## src/logic/upv_pkg.sv

```systemverilog
// Contract
// - Vendor registers live at 30h through 3Fh
// - Register 31h bits 6:5 set amplitude boost
// - Headset audio only when 33h[3:0] is 1010
// - Conversion register: 36h load, 37h set, 38h clear
// - Bits 2:0 report converted ID resistance code
// - Done bit 3 sets after 282 us conversion
// - Conversion-register read clears done; carkit read not
// - Start bit 4 launches conversion, self-clears
// - Done rising with enable pulses alt_int
// - Interrupt enable is bit 6 OR carkit enable
// - I/O register: 39h load, 3Ah set, 3Bh clear
// - Swap bit 1 exchanges data lines, also serial
// - Serial mode with transmit enable uses bits 3:2
// - Bits 4/5 enable pull-ups; forced in serial mode
// - Other modes use regulator select bits 7:6
// - Event latch on done rise with enable, cleared when read
package upv_pkg;

    // ---------------------------------------------
    // Register addresses
    // ---------------------------------------------
    localparam logic [5:0] ADDR_VENDOR_LO = 6'h30;
    localparam logic [5:0] ADDR_VENDOR_HI = 6'h3F;
    localparam logic [5:0] ADDR_TX_AMP = 6'h31;
    localparam logic [5:0] ADDR_HEADSET = 6'h33;
    localparam logic [5:0] ADDR_RID_WR = 6'h36;
    localparam logic [5:0] ADDR_RID_SET = 6'h37;
    localparam logic [5:0] ADDR_RID_CLR = 6'h38;
    localparam logic [5:0] ADDR_IO_WR = 6'h39;
    localparam logic [5:0] ADDR_IO_SET = 6'h3A;
    localparam logic [5:0] ADDR_IO_CLR = 6'h3B;

    // ---------------------------------------------
    // Field positions, masks and reset values
    // ---------------------------------------------
    localparam int TX_AMP_LSB = 5;
    localparam logic [7:0] TX_AMP_MASK = 8'h60;
    localparam logic [7:0] HEADSET_MASK = 8'h0F;
    localparam logic [3:0] HEADSET_ENABLE_CODE = 4'hA;
    localparam int RID_VALUE_LSB = 0;
    localparam int RID_DONE_BIT = 3;
    localparam int RID_START_BIT = 4;
    localparam int RID_KEEP_ZERO_BIT = 5;
    localparam int RID_IRQ_EN_BIT = 6;
    localparam logic [7:0] RID_MASK = 8'h7F;
    localparam logic [7:0] RID_WRITE_MASK = 8'h77;
    localparam int IO_SWAP_BIT = 1;
    localparam int IO_SERIAL_REG_LSB = 2;
    localparam int IO_PULLUP_POS_BIT = 4;
    localparam int IO_PULLUP_NEG_BIT = 5;
    localparam int IO_USB_REG_LSB = 6;
    localparam logic [7:0] IO_MASK = 8'hFE;
    localparam logic [7:0] TX_AMP_RESET = 8'h00;
    localparam logic [7:0] HEADSET_RESET = 8'h00;
    localparam logic [7:0] RID_RESET = 8'h00;
    localparam logic [7:0] IO_RESET = 8'h04;

    // ---------------------------------------------
    // Timing
    // ---------------------------------------------
    localparam int CLK_MHZ = 250;
    localparam int CONV_TIME_US = 282;
    localparam int CONV_CYCLES = CONV_TIME_US * CLK_MHZ;

    // ---------------------------------------------
    // Types
    // ---------------------------------------------
    typedef enum logic [1:0] {
        WR_LOAD = 2'b00,
        WR_SET = 2'b01,
        WR_CLEAR = 2'b10
    } upv_wr_kind_type;

    typedef enum logic [0:0] {
        CONV_IDLE = 1'b0,
        CONV_BUSY = 1'b1
    } upv_conv_state_type;

    typedef struct packed {
        logic [1:0] tx_amplitude;
        logic headset_audio_enable;
        logic data_line_swap;
        logic charger_pullup_positive_line;
        logic charger_pullup_negative_line;
        logic [1:0] regulator_select;
    } upv_phy_ctrl_type;

    typedef struct packed {
        logic [2:0] id_resistance_code;
        logic id_conversion_done;
        logic id_conversion_event_latch;
    } upv_carkit_view_type;

endpackage : upv_pkg

```

## src/logic/upv_vendor_regs.sv

```systemverilog
`timescale 1ns/1ps
module upv_vendor_regs #(
    parameter int P_CONV_CYCLES = upv_pkg::CONV_CYCLES
) (
    // Clock and reset
    input wire logic i_clk_sys,
    input wire logic i_resetn,
    // Register access port from the ULPI engine
    input wire logic i_reg_wr,
    input wire logic i_reg_rd,
    input wire logic [5:0] i_reg_addr,
    input wire logic [7:0] i_reg_wdata,
    output logic [7:0] o_reg_rdata,
    output logic o_reg_hit,
    // Carkit side
    input wire logic i_carkit_irq_enable,
    input wire logic i_carkit_status_rd,
    input wire logic i_carkit_latch_rd,
    output upv_pkg::upv_carkit_view_type o_carkit_view,
    // Analog converter and mode
    input wire logic [2:0] i_id_adc_code,
    input wire logic i_serial_mode,
    input wire logic i_serial_transmit_enable,
    output logic o_id_conversion_active,
    // PHY controls and receive-command interrupt
    output upv_pkg::upv_phy_ctrl_type o_phy_ctrl,
    output logic o_alt_int
);
    import upv_pkg::*;

    localparam int CW = $clog2(P_CONV_CYCLES + 1);
    localparam logic [CW-1:0] CONV_LAST = CW'(P_CONV_CYCLES - 1);

    // ---------------------------------------------
    // Helpers
    // ---------------------------------------------
    // Load, set or clear one register
    function automatic logic [7:0] apply_wr(input logic [7:0] old, input logic [7:0] d,
                                            input upv_wr_kind_type k, input logic [7:0] m);
        logic [7:0] v;
        v = old;
        case (k)
            WR_LOAD: v = d;
            WR_SET: v = old | d;
            WR_CLEAR: v = old & ~d;
            default: v = old;
        endcase
        return v & m;
    endfunction : apply_wr

    // Decode triple-address access kind
    function automatic upv_wr_kind_type wr_kind(input logic [5:0] a, input logic [5:0] base);
        upv_wr_kind_type k;
        k = WR_LOAD;
        if (a == base + 6'h01) begin
            k = WR_SET;
        end else if (a == base + 6'h02) begin
            k = WR_CLEAR;
        end
        return k;
    endfunction : wr_kind

    // ---------------------------------------------
    // Decode
    // ---------------------------------------------
    logic [7:0] tx_amp_r;
    logic [7:0] headset_r;
    logic [7:0] rid_r;
    logic [7:0] rid_nxt;
    logic [7:0] io_r;
    logic [2:0] adc_meta_r;
    logic [2:0] adc_sync_r;
    logic [CW-1:0] conv_cnt_r;
    upv_conv_state_type conv_state_r;
    logic latch_r;
    logic alt_int_r;
    logic sel_vendor;
    logic sel_rid;
    logic sel_io;
    logic conv_finish;
    logic irq_en_eff;
    logic start_rise;

    // Vendor window and triple-address groups
    assign sel_vendor = (i_reg_addr >= ADDR_VENDOR_LO) && (i_reg_addr <= ADDR_VENDOR_HI);
    assign sel_rid = (i_reg_addr >= ADDR_RID_WR) && (i_reg_addr <= ADDR_RID_CLR);
    assign sel_io = (i_reg_addr >= ADDR_IO_WR) && (i_reg_addr <= ADDR_IO_CLR);
    assign o_reg_hit = sel_vendor;
    assign conv_finish = (conv_state_r == CONV_BUSY) && (conv_cnt_r == CONV_LAST);
    assign irq_en_eff = rid_r[RID_IRQ_EN_BIT] | i_carkit_irq_enable;
    assign o_id_conversion_active = (conv_state_r == CONV_BUSY);

    // ---------------------------------------------
    // Plain registers
    // ---------------------------------------------
    // Amplitude and headset registers
    always_ff @(posedge i_clk_sys or negedge i_resetn) begin
        if (!i_resetn) begin
            tx_amp_r <= TX_AMP_RESET;
            headset_r <= HEADSET_RESET;
        end else if (i_reg_wr) begin
            if (i_reg_addr == ADDR_TX_AMP) begin
                tx_amp_r <= i_reg_wdata & TX_AMP_MASK;
            end
            if (i_reg_addr == ADDR_HEADSET) begin
                headset_r <= i_reg_wdata & HEADSET_MASK;
            end
        end
    end

    // I/O and power register, bit 0 stays zero
    always_ff @(posedge i_clk_sys or negedge i_resetn) begin
        if (!i_resetn) begin
            io_r <= IO_RESET;
        end else if (i_reg_wr && sel_io) begin
            io_r <= apply_wr(io_r, i_reg_wdata, wr_kind(i_reg_addr, ADDR_IO_WR),
                             IO_MASK);
        end
    end

    // ---------------------------------------------
    // Conversion register
    // ---------------------------------------------
    // Converter result synchroniser
    always_ff @(posedge i_clk_sys or negedge i_resetn) begin
        if (!i_resetn) begin
            adc_meta_r <= 3'h0;
            adc_sync_r <= 3'h0;
        end else begin
            adc_meta_r <= i_id_adc_code;
            adc_sync_r <= adc_meta_r;
        end
    end

    // Next value: host access, then done clear, then completion
    always_comb begin
        rid_nxt = rid_r;
        if (i_reg_wr && sel_rid) begin
            rid_nxt = apply_wr(rid_r, i_reg_wdata, wr_kind(i_reg_addr, ADDR_RID_WR),
                               RID_WRITE_MASK) | (rid_r & ~RID_WRITE_MASK);
        end
        if (i_reg_rd && sel_rid) begin
            rid_nxt[RID_DONE_BIT] = 1'b0;
        end
        if (conv_finish) begin
            rid_nxt[RID_VALUE_LSB +: 3] = adc_sync_r;
            rid_nxt[RID_DONE_BIT] = 1'b1;
            rid_nxt[RID_START_BIT] = 1'b0;
        end
    end

    // Conversion register storage
    always_ff @(posedge i_clk_sys or negedge i_resetn) begin
        if (!i_resetn) begin
            rid_r <= RID_RESET;
        end else begin
            rid_r <= rid_nxt & RID_MASK;
        end
    end

    // Start bit going high launches a conversion
    assign start_rise = rid_nxt[RID_START_BIT] && !rid_r[RID_START_BIT];

    // Conversion timer
    always_ff @(posedge i_clk_sys or negedge i_resetn) begin
        if (!i_resetn) begin
            conv_state_r <= CONV_IDLE;
            conv_cnt_r <= '0;
        end else begin
            case (conv_state_r)
                CONV_IDLE: begin
                    conv_cnt_r <= '0;
                    if (start_rise) begin
                        conv_state_r <= CONV_BUSY;
                    end
                end
                CONV_BUSY: begin
                    if (conv_finish) begin
                        conv_state_r <= CONV_IDLE;
                        conv_cnt_r <= '0;
                    end else begin
                        conv_cnt_r <= conv_cnt_r + CW'(1);
                    end
                end
                default: begin
                    conv_state_r <= CONV_IDLE;
                    conv_cnt_r <= '0;
                end
            endcase
        end
    end

    // ---------------------------------------------
    // Event latch and interrupt
    // ---------------------------------------------
    // Latch sets on done rise with enable, set beats read
    always_ff @(posedge i_clk_sys or negedge i_resetn) begin
        if (!i_resetn) begin
            latch_r <= 1'b0;
            alt_int_r <= 1'b0;
        end else begin
            alt_int_r <= conv_finish && !rid_r[RID_DONE_BIT] && irq_en_eff;
            if (conv_finish && !rid_r[RID_DONE_BIT] && irq_en_eff) begin
                latch_r <= 1'b1;
            end else if (i_carkit_latch_rd) begin
                latch_r <= 1'b0;
            end
        end
    end

    assign o_alt_int = alt_int_r;

    // ---------------------------------------------
    // Read data and outputs
    // ---------------------------------------------
    // Registered read data, unmapped reads zero
    always_ff @(posedge i_clk_sys or negedge i_resetn) begin
        if (!i_resetn) begin
            o_reg_rdata <= 8'h00;
        end else if (i_reg_rd) begin
            if (i_reg_addr == ADDR_TX_AMP) begin
                o_reg_rdata <= tx_amp_r;
            end else if (i_reg_addr == ADDR_HEADSET) begin
                o_reg_rdata <= headset_r;
            end else if (sel_rid) begin
                o_reg_rdata <= rid_r;
            end else if (sel_io) begin
                o_reg_rdata <= io_r;
            end else begin
                o_reg_rdata <= 8'h00;
            end
        end
    end

    // Carkit view of value, done and latch; its status read clears nothing, its latch read clears the latch
    always_ff @(posedge i_clk_sys or negedge i_resetn) begin
        if (!i_resetn) begin
            o_carkit_view <= '0;
        end else begin
            o_carkit_view.id_resistance_code <= rid_r[RID_VALUE_LSB +: 3];
            o_carkit_view.id_conversion_done <= rid_r[RID_DONE_BIT];
            o_carkit_view.id_conversion_event_latch <= latch_r;
        end
    end

    // PHY control outputs
    always_ff @(posedge i_clk_sys or negedge i_resetn) begin
        if (!i_resetn) begin
            o_phy_ctrl <= '0;
        end else begin
            o_phy_ctrl.tx_amplitude <= tx_amp_r[TX_AMP_LSB +: 2];
            o_phy_ctrl.headset_audio_enable <= (headset_r[3:0] == HEADSET_ENABLE_CODE);
            o_phy_ctrl.data_line_swap <= io_r[IO_SWAP_BIT];
            o_phy_ctrl.charger_pullup_positive_line <= io_r[IO_PULLUP_POS_BIT]
                | i_serial_mode;
            o_phy_ctrl.charger_pullup_negative_line <= io_r[IO_PULLUP_NEG_BIT]
                | i_serial_mode;
            if (i_serial_mode && i_serial_transmit_enable) begin
                o_phy_ctrl.regulator_select <= io_r[IO_SERIAL_REG_LSB +: 2];
            end else begin
                o_phy_ctrl.regulator_select <= io_r[IO_USB_REG_LSB +: 2];
            end
        end
    end
endmodule : upv_vendor_regs

```

## config.mk

```make
export PLATFORM = sky130hd
export DESIGN_NAME = upv_vendor_regs
export DESIGN_NICKNAME = d
export VERILOG_FILES = /design/src/logic/upv_pkg.sv /design/src/logic/upv_vendor_regs.sv
export SDC_FILE = /design/constraint.sdc
export NUM_CORES = 1
export LEC_CHECK = 0
export BUFFER_PORTS_ARGS = -buffer_cell sky130_fd_sc_hd__clkbuf_2
export CAP_MARGIN = 10
export CORE_MARGIN = 1
export CORE_UTILIZATION = 40
export CTS_CLUSTER_SIZE = 40
export DETAILED_ROUTE_END_ITERATION = 16
export PLACE_DENSITY_LB_ADDON = 0.2
export SYNTH_ARGS = -nofsm -noshare
export SYNTH_HDL_FRONTEND = slang
export SYNTH_SLANG_ARGS = --single-unit
```

## constraint.sdc

```tcl
create_clock -name i_clk_sys -period 4.38 [get_ports i_clk_sys]
set_input_delay 0.219 -clock i_clk_sys [delete_from_list [all_inputs] [get_ports i_clk_sys]]
set_output_delay 0.219 -clock i_clk_sys [all_outputs]
set_load 0.05 [all_outputs]
```

---- After elaboration in Yosys (flattened, before gate mapping) ----
Index checks and enable logic that the tools add are counted.
word-level totals
  register bits after elaboration ......... 67
  latch bits .............................. 0
  RAM bits ................................ 0
  ROM bits ................................ 0
  input port bits ......................... 26
  output and inout port bits .............. 24
  word-level logic and storage cells ...... 98
  memories kept ........................... 0
cells by class
  add/subtract/negate cells ............... 1
  multipliers ............................. 0
  div/mod/pow operators ................... 0
  magnitude comparators ................... 6
  equality and inequality tests ........... 12
  shift operators ......................... 0
  muxes and demuxes ....................... 24
  bitwise operators ....................... 10
  reductions and logical operators ........ 22
operator list
  operator                                                                number
  6-bit equality test (second input constant)                             6
  17-bit case mux with 2 select lines                                     1
  8-bit 2-to-1 mux                                                        4
  8-bit case mux with 3 select lines                                      1
  7-bit case mux with 3 select lines                                      1
  6-bit >= comparator (second input constant)                             3
  6-bit less-or-equal comparator (second input constant)                  3
  17-bit by 1-bit adder with 17-bit output (second input constant)        1
  17-bit equality test (second input constant)                            1
  17-bit 2-to-1 mux                                                       1
  2-bit 2-to-1 mux                                                        7
  1-bit logical AND                                                       11
  5-bit 2-to-1 mux                                                        2
  8-bit bitwise AND                                                       1
  8-bit NOT                                                               1
  8-bit bitwise OR                                                        1
  7-bit bitwise AND                                                       1
  7-bit 2-to-1 mux                                                        1
  7-bit by 4-bit bitwise OR with 7-bit output                             1
  7-bit bitwise OR                                                        1
  2-bit AND reduction                                                     3
  3-bit nonzero test                                                      2
  1-bit 2-to-1 mux                                                        5
  2-bit by 1-bit equality test with 1-bit output (second input constant)  2
  other kinds (8)                                                         14

---- Depth between registers and ports, before layout ----
Gate-level depths: netlist of run 1.
  depth after elaboration ................. 14
  mapped depth ............................ 7
  mapped depth without buffers ............ 5

---- Least setup slack after synthesis of run 1 ----
No wires, ideal clock.
  kind .................................... register to register
  start ................................... register conv_cnt_r[0]
  end ..................................... register conv_state_r, in the netlist o_id_conversion_active
  library setup time ...................... 148 ps
  data arrival time ....................... 1850 ps
  data required time ...................... 4232 ps
  path slack .............................. 2381 ps
  cell stages (with the launch flop) ...... 8
  buffers on the path ..................... 2
  clock period less this slack ............ 1999 ps
  path through ............................ dfrtp_1 -> ha_1 -> or4bb_1 -> nor4_4 -> nand2b_1 -> buf_6 -> buf_12 -> o31ai_1
on the way
  cells in the longest elaborated chain, start to end .. 6
  elaborated cells between the ends (all ways) .. 7
  those cells by class .................... 1 x eq/ne; 4 x mux; 2 x reduce/logical
RTL lines
  what                                  RTL line                source
  from (decl)                           upv_vendor_regs.sv:73   logic [CW-1:0] conv_cnt_r;
  from (signal assigned)                upv_vendor_regs.sv:182  conv_cnt_r <= conv_cnt_r + CW'(1);
  17-bit equality test *                upv_vendor_regs.sv:89   assign conv_finish = (conv_state_r == CONV_BUSY) && (conv_cnt_r == CONV_LAST);
  1-bit logical AND *                   upv_vendor_regs.sv:89
  5-bit 2-to-1 mux                      upv_vendor_regs.sv:145  if (conv_finish) begin
  1-bit logical AND                     upv_vendor_regs.sv:162  assign start_rise = rid_nxt[RID_START_BIT] && !rid_r[RID_START_BIT];
  1-bit 2-to-1 mux                      upv_vendor_regs.sv:173  if (start_rise) begin
  1-bit case mux with 2 select lines *  upv_vendor_regs.sv:170  case (conv_state_r)
  to (signal assigned)                  upv_vendor_regs.sv:167  conv_state_r <= CONV_IDLE;
  to (signal assigned)                  upv_vendor_regs.sv:174  conv_state_r <= CONV_BUSY;
  to (signal assigned)                  upv_vendor_regs.sv:179  conv_state_r <= CONV_IDLE;
  to (decl)                             upv_vendor_regs.sv:74   upv_conv_state_type conv_state_r;
Every way passes the cells marked *; elsewhere a longest branch is shown, timed or not.
A chain may end at the register's enable or synchronous reset.

---- Worst setup path in the final report of run 1 ----
Same ends and word-level chain as after synthesis.

==> key figures, run 1 <==
STA
  • Relative slew slack: 54.2%
  • Clock skew: 0.00610 ns
  • Setup violators final: 0
  • Max frequency: 404 MHz
  • Final clock period utilization by the worst path: 56.5%
  • Worst-margin pin slew: 0.687 ns
  • Min Tclk post-route: 2.47 ns
  • Final Hold Fails: 0
  • Setup slack after layout: 1.91 ns
  • Setup TNS: 0 ns
  • RSZ-0062 raised after global routing: false
  • Slew Viols, Final: 0

Hold path
  • Hold path start: i_carkit_latch_rd
  • Worst min path class: input pin to register
  • WHS Path Cells: 2
  • Hold Crit Endpoint: latch_r

Synthesis
  • Main synth FF type: dfrtp_1
  • Leading area contributor after synthesis: dfrtp_1
  • Post-synthesis simple-gate area fraction: 17.0%
  • Synth Area in Adders: 0.427%
  • Post-synthesis instance area: 2930 µm²
  • Post-synth EDFFs: 0
  • Top-area cell type share of the netlist area: 56.4%
  • #FFs+latches synth: 67
  • Synth Area in Compound Gates: 15.5%
  • Register area share after synthesis: 57.3%
  • Mapped Avg Cell Area: 11.3 µm²
  • Cell count after synthesis: 259
  • Top cells by area, synth: dfrtp_1, mux2_2, xor2_1, nor2_1, a22o_1
  • Syn nets: 286
  • Synthesis Warnings: 0
  • Async SR Flop Fraction: 100%
  • Main combinational cell family by area after synthesis: simple AND/OR/NAND/NOR gates
  • Post-Synth XOR/XNOR Area: 3.29%
  • Post-synthesis mux area share: 3.07%
  • Distinct cells, synth: 54

Cells and area
  • Sequential Area: 1680 µm²
  • Finished Core Util: 49.8%
  • Share of cells above drive strength 1: 26.9%
  • Fin nets: 340
  • Fillers: 663
  • ANT cells: 0
  • Area delta synth->final: 17.9%
  • Most common cell after layout, fill and taps aside: dfrtp_1
  • Multi-input gate area: 1150 µm²
  • Most frequent cells in the layout: dfrtp_1, clkbuf_2, nor2_1, nand2_1, a21oi_1
  • Design area: 3460 µm²

Global route
  • Total GRT Usage: 17.4%
  • First-pass GRT wire length: 9860 µm
  • Pin count of the biggest net entering global routing: 40
  • Antenna violations before repair: 0
  • Grt total ovfl: 0
  • Number of global-route vias before repair: 2,001

Clock tree
  • Level count of the clock H-tree: 3
  • CTS tree: built
  • Clk_lat worst skew: 0.33 ns
  • Clock tree sinks: 67
  • CTS Root Cell: clkbuf_8
  • CTS clk-pin slew, worst paths: 0.06 ns
  • Postcts setup bufs: 0
  • Clock Tree Buf Depth: 2
  • CTS buffer count: 9

Placement
  • IO buf count: 48
  • GP Congestion: 0.838
  • HPWL after detailed placement: 4310 µm
  • Dpl cell area: 3230 µm²
  • Setup Slack @ Placement: 1.88 ns

Critical path
  • Worst R2R Setup Slack: 1.91 ns
  • Crit start category: register
  • Max FO, Critical Path: 18
  • Kind of critical path: register to register
  • Setup crit start: conv_cnt_r[0]
  • Critical-path cell list: ha_1 > or4bb_1 > nor4_4 > nand2b_1 > o31ai_1
  • Critical Path AT: 2.65 ns
  • Req. time, crit path: 4.56 ns
  • Worst Reg-to-Reg Cells: 5
  • FF-to-FF Start: conv_cnt_r[0]
  • Crit. End Element: register
  • Worst R2R End: o_id_conversion_active
  • Highest cell delay on the worst timing path: 0.61 ns
  • Crit-path slowest cell: nand2b_1

Floorplanning
  • Die W: 87.6 µm
  • Starting Density: 42.2%
  • Placeable Area: 6940 µm²
  • Rows: 30
  • IO Pins: 50
  • Die area: 7670 µm²
  • Die H: 87.6 µm

Drt
  • DR vias/cell: 5.11
  • Iter 0 DRT Violations: 111
  • Average wire per standard cell: 14.7 µm
  • TritonRoute pass-1 iters: 4
  • Via Count: 2,105
  • Routed WL: 6070 µm
  • Post-DRT Antenna Nets: 0
  • Remaining DRCs: 0

Power and ir drop
  • NetSw: 0.383 mW
  • Power Dens Cells: 402 nW/µm²
  • Share of power burned in registers: 51.4%
  • Pwr Total: 1.39 mW
  • Maximum vdd drop: 0.240 mV
  • Clock Power Share: 34.6%
  • Comb pwr share: 13.9%
  • Int Pwr: 1.01 mW
  • Leak: 1.58 nW
  • Sw frac: 27.5%

Outcome
  • Status: complete, no violations

Run
  • Max-Cap Viols: 0
-- state kept, by name (all words and copies together), names as in the netlist --
name and cells:
o_phy_ctrl 8, tx_amp_r 2, rid_r 7, latch_r 1
conv_cnt_r 17, o_alt_int 1, headset_r 4, o_carkit_view 5
o_reg_rdata 8, io_r 7, o_id_conversion_active 1, adc_sync_r 3
adc_meta_r 3
-- cells by family (layout without fill, tap and decap cells) --
| family | count (synthesis) | in the layout |
|---|---|---|
| AO/OA/AOI/OAI | 64 | 64 |
| XOR/XNOR | 11 | 11 |
| adder cells (fa/ha/maj) | 1 | 1 |
| buffers and inverters | 20 | 77 |
| flip-flops | 67 | 67 |
| multiplexers | 8 | 8 |
| AND/OR/NAND/NOR | 88 | 88 |
-- worst max-delay path, delay by kind of cell (launching register included) --
kind | cells | cell delay [ns]
compound gates | 1 | 0.16
fa+ha+maj | 1 | 0.23
flops | 1 | 0.39
simple gates | 3 | 1.54
-- timing repair --
action	CTS	global route
endpoints found under the setup margin	0	0
hold buffers	4	0
resized for setup	0	0
endpoints found under the hold margin	31	0
-- power by group through the flow --
stage          Clock (mW)  Combinational, mW  Sequential (mW)
2_1_floorplan           0             0.0589            0.787
3_3_place_gp            0              0.191            0.726
3_5_place_dp            0              0.192            0.725
4_1_cts             0.498              0.196            0.715
5_1_grt             0.533              0.208            0.720
6_report            0.481              0.193            0.715
-- synthesized netlist by cell type, drive strengths merged (2+ instances only) --
| cell type | instances |
|---|---|
| dfrtp | 66 |
| nor2 | 22 |
| nand2 | 20 |
| a21oi | 17 |
| o21ai | 12 |
| nand3 | 10 |
| xor2 | 10 |
| a22o | 9 |
| inv | 9 |
| o31ai | 9 |
| mux2 | 8 |
| clkbuf | 6 |
| a221oi | 5 |
| nand4 | 5 |
| and4 | 4 |
| buf | 4 |
| a21o | 3 |
| a311oi | 3 |
| and2 | 3 |
| or2 | 3 |
| or4 | 3 |
| nor3 | 2 |
| nor4 | 2 |
| or3 | 2 |
| or4b | 2 |
-- per-stage QoR --
step / std cells / hold WS (ns)
2_1_floorplan: 259 / -0.0766
3_3_place_gp: 394 / 0.285
3_5_place_dp: 394 / 0.298
4_1_cts: 412 / 0.0668
5_1_grt: 412 / 0.0680
6_report: 412 / 0.0826
-- per-layer routing --
| layer | up-vias | GRT usage, % | share of wire, % | wire length (µm) |
|---|---|---|---|---|
| met1 | 1010 | 25.3 | 51 | 3110 |
| met4 | 0 | 6.26 | 0 | 0 |
| li1 | 1056 | - | - | - |
| met2 | 39 | 25.0 | 45 | 2740 |
| met3 | 0 | 4.62 | 3.5 | 215 |
| met5 | - | 0 | 0 | 0 |
-- worst max-delay path by stage --
stage,end,depth (start not counted)
after CTS,o_id_conversion_active,5
after global routing,o_id_conversion_active,5
after detailed placement,o_id_conversion_active,5
after floorplan,o_id_conversion_active,7
final,o_id_conversion_active,5
after global placement,o_id_conversion_active,5
-- final cells by class --
cell class              instances  share of cell area (%)
inverters                      10                    1.09
repair buffers                 53                    8.33
flip-flops and latches         67                    48.6
well taps                      96                    3.48
clock buffers                  11                    4.09
multi-input cells             172                    33.3
clock inverters                 3                    1.16
Note: power is estimated with default switching activity, not from simulation.
==> run 2: changes to the inputs <==
--- a/config.mk
+++ b/config.mk
@@ -5,6 +5,7 @@
 export SDC_FILE = /design/constraint.sdc
 export NUM_CORES = 1
 export LEC_CHECK = 0
+export ABC_AREA = 1
 export BUFFER_PORTS_ARGS = -buffer_cell sky130_fd_sc_hd__clkbuf_2
 export CAP_MARGIN = 10
 export CORE_MARGIN = 1
==> constraint.sdc (replaced) <==
create_clock -name i_clk_sys -period 2.4 [get_ports i_clk_sys]
set_input_delay 0.12 -clock i_clk_sys [delete_from_list [all_inputs] [get_ports i_clk_sys]]
set_output_delay 0.12 -clock i_clk_sys [all_outputs]
set_load 0.05 [all_outputs]
==> run 2 against run 1 <==
Routed wire length is 9.3% higher; combinational power is 100% higher; hold slack worse by 0.068 ns; first-iteration DRC count is 14% higher; sequential share of layout area is 3.5 points lower; sequential cell count stayed put; largest cell class unchanged.
==> key figures, run 2 <==
Critical path
  • Kind of critical path: register to register
  • Critical-path cell list: ha_1 > inv_1 > nor2_1 > nand2_1 > nor2_1 > nand3_1 > inv_1 > nand2_1 > o21ai_0
  • Critical Path AT: 1.97 ns
  • Crit-path slowest cell: dfrtp_1
  • Req. time, crit path: 2.65 ns
  • Crit start category: register
  • Highest cell delay on the worst timing path: 0.36 ns
  • Max FO, Critical Path: 11
  • Crit. End Element: register

Clock tree
  • CTS Root Cell: clkbuf_8
  • Post-CTS resize count: 0
  • CTS buffer count: 9
  • Level count of the clock H-tree: 3
  • Clock Tree Buf Depth: 2
  • CTS tree: built
  • Clk_lat worst skew: 0.34 ns
  • CTS clk-pin slew, worst paths: 0.07 ns
  • Clock tree sinks: 67

Drt
  • TritonRoute pass-1 iters: 4
  • Remaining DRCs: 0
  • Routed WL: 6630 µm
  • Iter 0 DRT Violations: 126
  • Post-DRT Antenna Nets: 0
  • Average wire per standard cell: 12.2 µm
  • DR vias/cell: 4.78
  • Via Count: 2,604

Synthesis
  • Synthesis Warnings: 0
  • Distinct cells, synth: 30
  • Main synth FF type: dfrtp_1
  • Cell count after synthesis: 376
  • Leading area contributor after synthesis: dfrtp_1
  • Post-synthesis instance area: 3080 µm²
  • Mapped Avg Cell Area: 8.19 µm²
  • Syn nets: 403
  • Top cells by area, synth: dfrtp_1, nand2_1, nor2_1, nand3_1, inv_1
  • Count leader, synth: nand2_1
  • Commonest cells post-synth: nand2_1, dfrtp_1, nor2_1
  • Post-synth EDFFs: 0
  • Top-area cell type share of the netlist area: 53.6%
  • Register area share after synthesis: 54.5%
  • #FFs+latches synth: 67
  • Async SR Flop Fraction: 100%

Floorplanning
  • Die W: 89.7 µm
  • Die H: 89.7 µm
  • Rows: 31
  • Placeable Area: 7330 µm²
  • Die area: 8050 µm²
  • Starting Density: 42.0%
  • IO Pins: 50

Cells and area
  • Max reg flops: 17
  • Design area: 3730 µm²
  • Area delta synth->final: 21.0%
  • Multi-input gate area: 1260 µm²
  • Most flops, register: conv_cnt_r
  • Fin nets: 468
  • ANT cells: 0
  • Sequential Area: 1680 µm²
  • Finished Core Util: 50.8%
  • Most frequent cells in the layout: nand2_1, dfrtp_1, nor2_1, clkbuf_2, inv_1
  • Fillers: 719
  • Most common cell after layout, fill and taps aside: nand2_1
  • Share of cells above drive strength 1: 20.2%
  • Top flop regs: conv_cnt_r (17), o_phy_ctrl (8), o_reg_rdata (8)

Global route
  • Number of global-route vias before repair: 2,514
  • Pin count of the biggest net entering global routing: 68
  • Total GRT Usage: 18.5%
  • First-pass GRT wire length: 11,600 µm
  • Grt total ovfl: 0
  • Antenna violations before repair: 0

STA
  • Setup violators final: 0
  • Hold slack: 0.0142 ns
  • Min Tclk post-route: 1.71 ns
  • Clock skew: 0.00694 ns
  • Final Hold Fails: 0
  • Max frequency: 584 MHz
  • Worst-margin pin slew: 0.405 ns
  • RSZ-0062 raised after global routing: false
  • Setup TNS: 0 ns
  • Relative slew slack: 72.9%
  • Slew Viols, Final: 0
  • Final clock period utilization by the worst path: 71.3%

Power and ir drop
  • Power Dens Cells: 701 nW/µm²
  • Pwr Total: 2.61 mW
  • Leak: 1.92 nW
  • Maximum vdd drop: 0.397 mV

Placement
  • GP Congestion: 0.896
  • Dpl cell area: 3450 µm²
  • IO buf count: 48
  • HPWL after detailed placement: 4920 µm

Run
  • Max-Cap Viols: 0

Outcome
  • Status: complete, no violations

Hold path
  • Worst min path class: input pin to register
## run 2: final timing paths
| check | from | to | slack, ns | cells past startpoint |
|---|---|---|---|---|
| setup reg to reg | conv_cnt_r[0] | latch_r | 0.69 | 9 |
| max in group asynchronous | i_resetn | io_r[2] | 1.75 | 3 |
| hold reg to reg | adc_meta_r[2] | adc_sync_r[2] | 0.35 | 0 |
| setup / recovery | conv_cnt_r[0] | latch_r | 0.69 | 9 |
| min in group asynchronous | i_resetn | conv_cnt_r[13] | 0.33 | 3 |
| hold / removal | i_reg_wdata[3] | io_r[3] | 0.01 | 3 |
## run 2: power by group
group	leakage [nW]	internal [mW]	switching [mW]
clock network	0.102	0.507	0.421
logic	0.988	0.108	0.281
registers	0.829	1.24	0.0617
total	1.92	1.85	0.763
## run 2: critical path: cells and delay by family, from the launching register on
kind | cells | cell delay [ns]
compound gates | 1 | 0.09
fa+ha+maj | 1 | 0.19
buf+inv | 2 | 0.29
flops | 1 | 0.36
simple gates | 5 | 0.70
## run 2: logic make-up (layout without fill, tap and decap cells)
family | after synthesis | count (layout) | synth area share, %
AOI/OAI and AO/OA | 25 | 25 | 4.59
adders and majority gates | 1 | 1 | 0.406
and+or+nand+nor | 240 | 240 | 33.9
xor gates and xnor gates | 5 | 5 | 1.42
DFF | 67 | 67 | 54.5
muxes | 2 | 2 | 0.731
buffers and inverters | 36 | 106 | 4.43
## run 2: repair_timing
action | 4_1_cts | 5_1_grt
setup buffers | 0 | 0
hold buffers | 7 | 0
endpoints found under the hold margin | 73 | 0
setup endpoints to repair | 0 | 0
## run 2: layer usage
layer	share of wire, %	global-route usage, %	up-vias
li1	-	-	1320
met1	51	26.1	1217
met2	43	26.9	56
met3	4.4	4.40	11
met4	1.9	8.33	0
met5	0	0	-
## run 2: cell type report
class	instances	share of cell area, %
sequential	67	45.0
inverter	34	3.42
multi-input combinational	273	33.9
clock inverter	6	1.75
timing repair buffer	56	8.86
clock buffer	10	3.69
tap	99	3.32
## run 2: per-stage QoR
step / std cells / worst slack (ns)
after floorplan: 376 / 1.04
after global placement: 522 / 0.770
after detailed placement: 522 / 0.732
after CTS: 545 / 0.684
after global routing: 545 / 0.459
final: 545 / 0.688
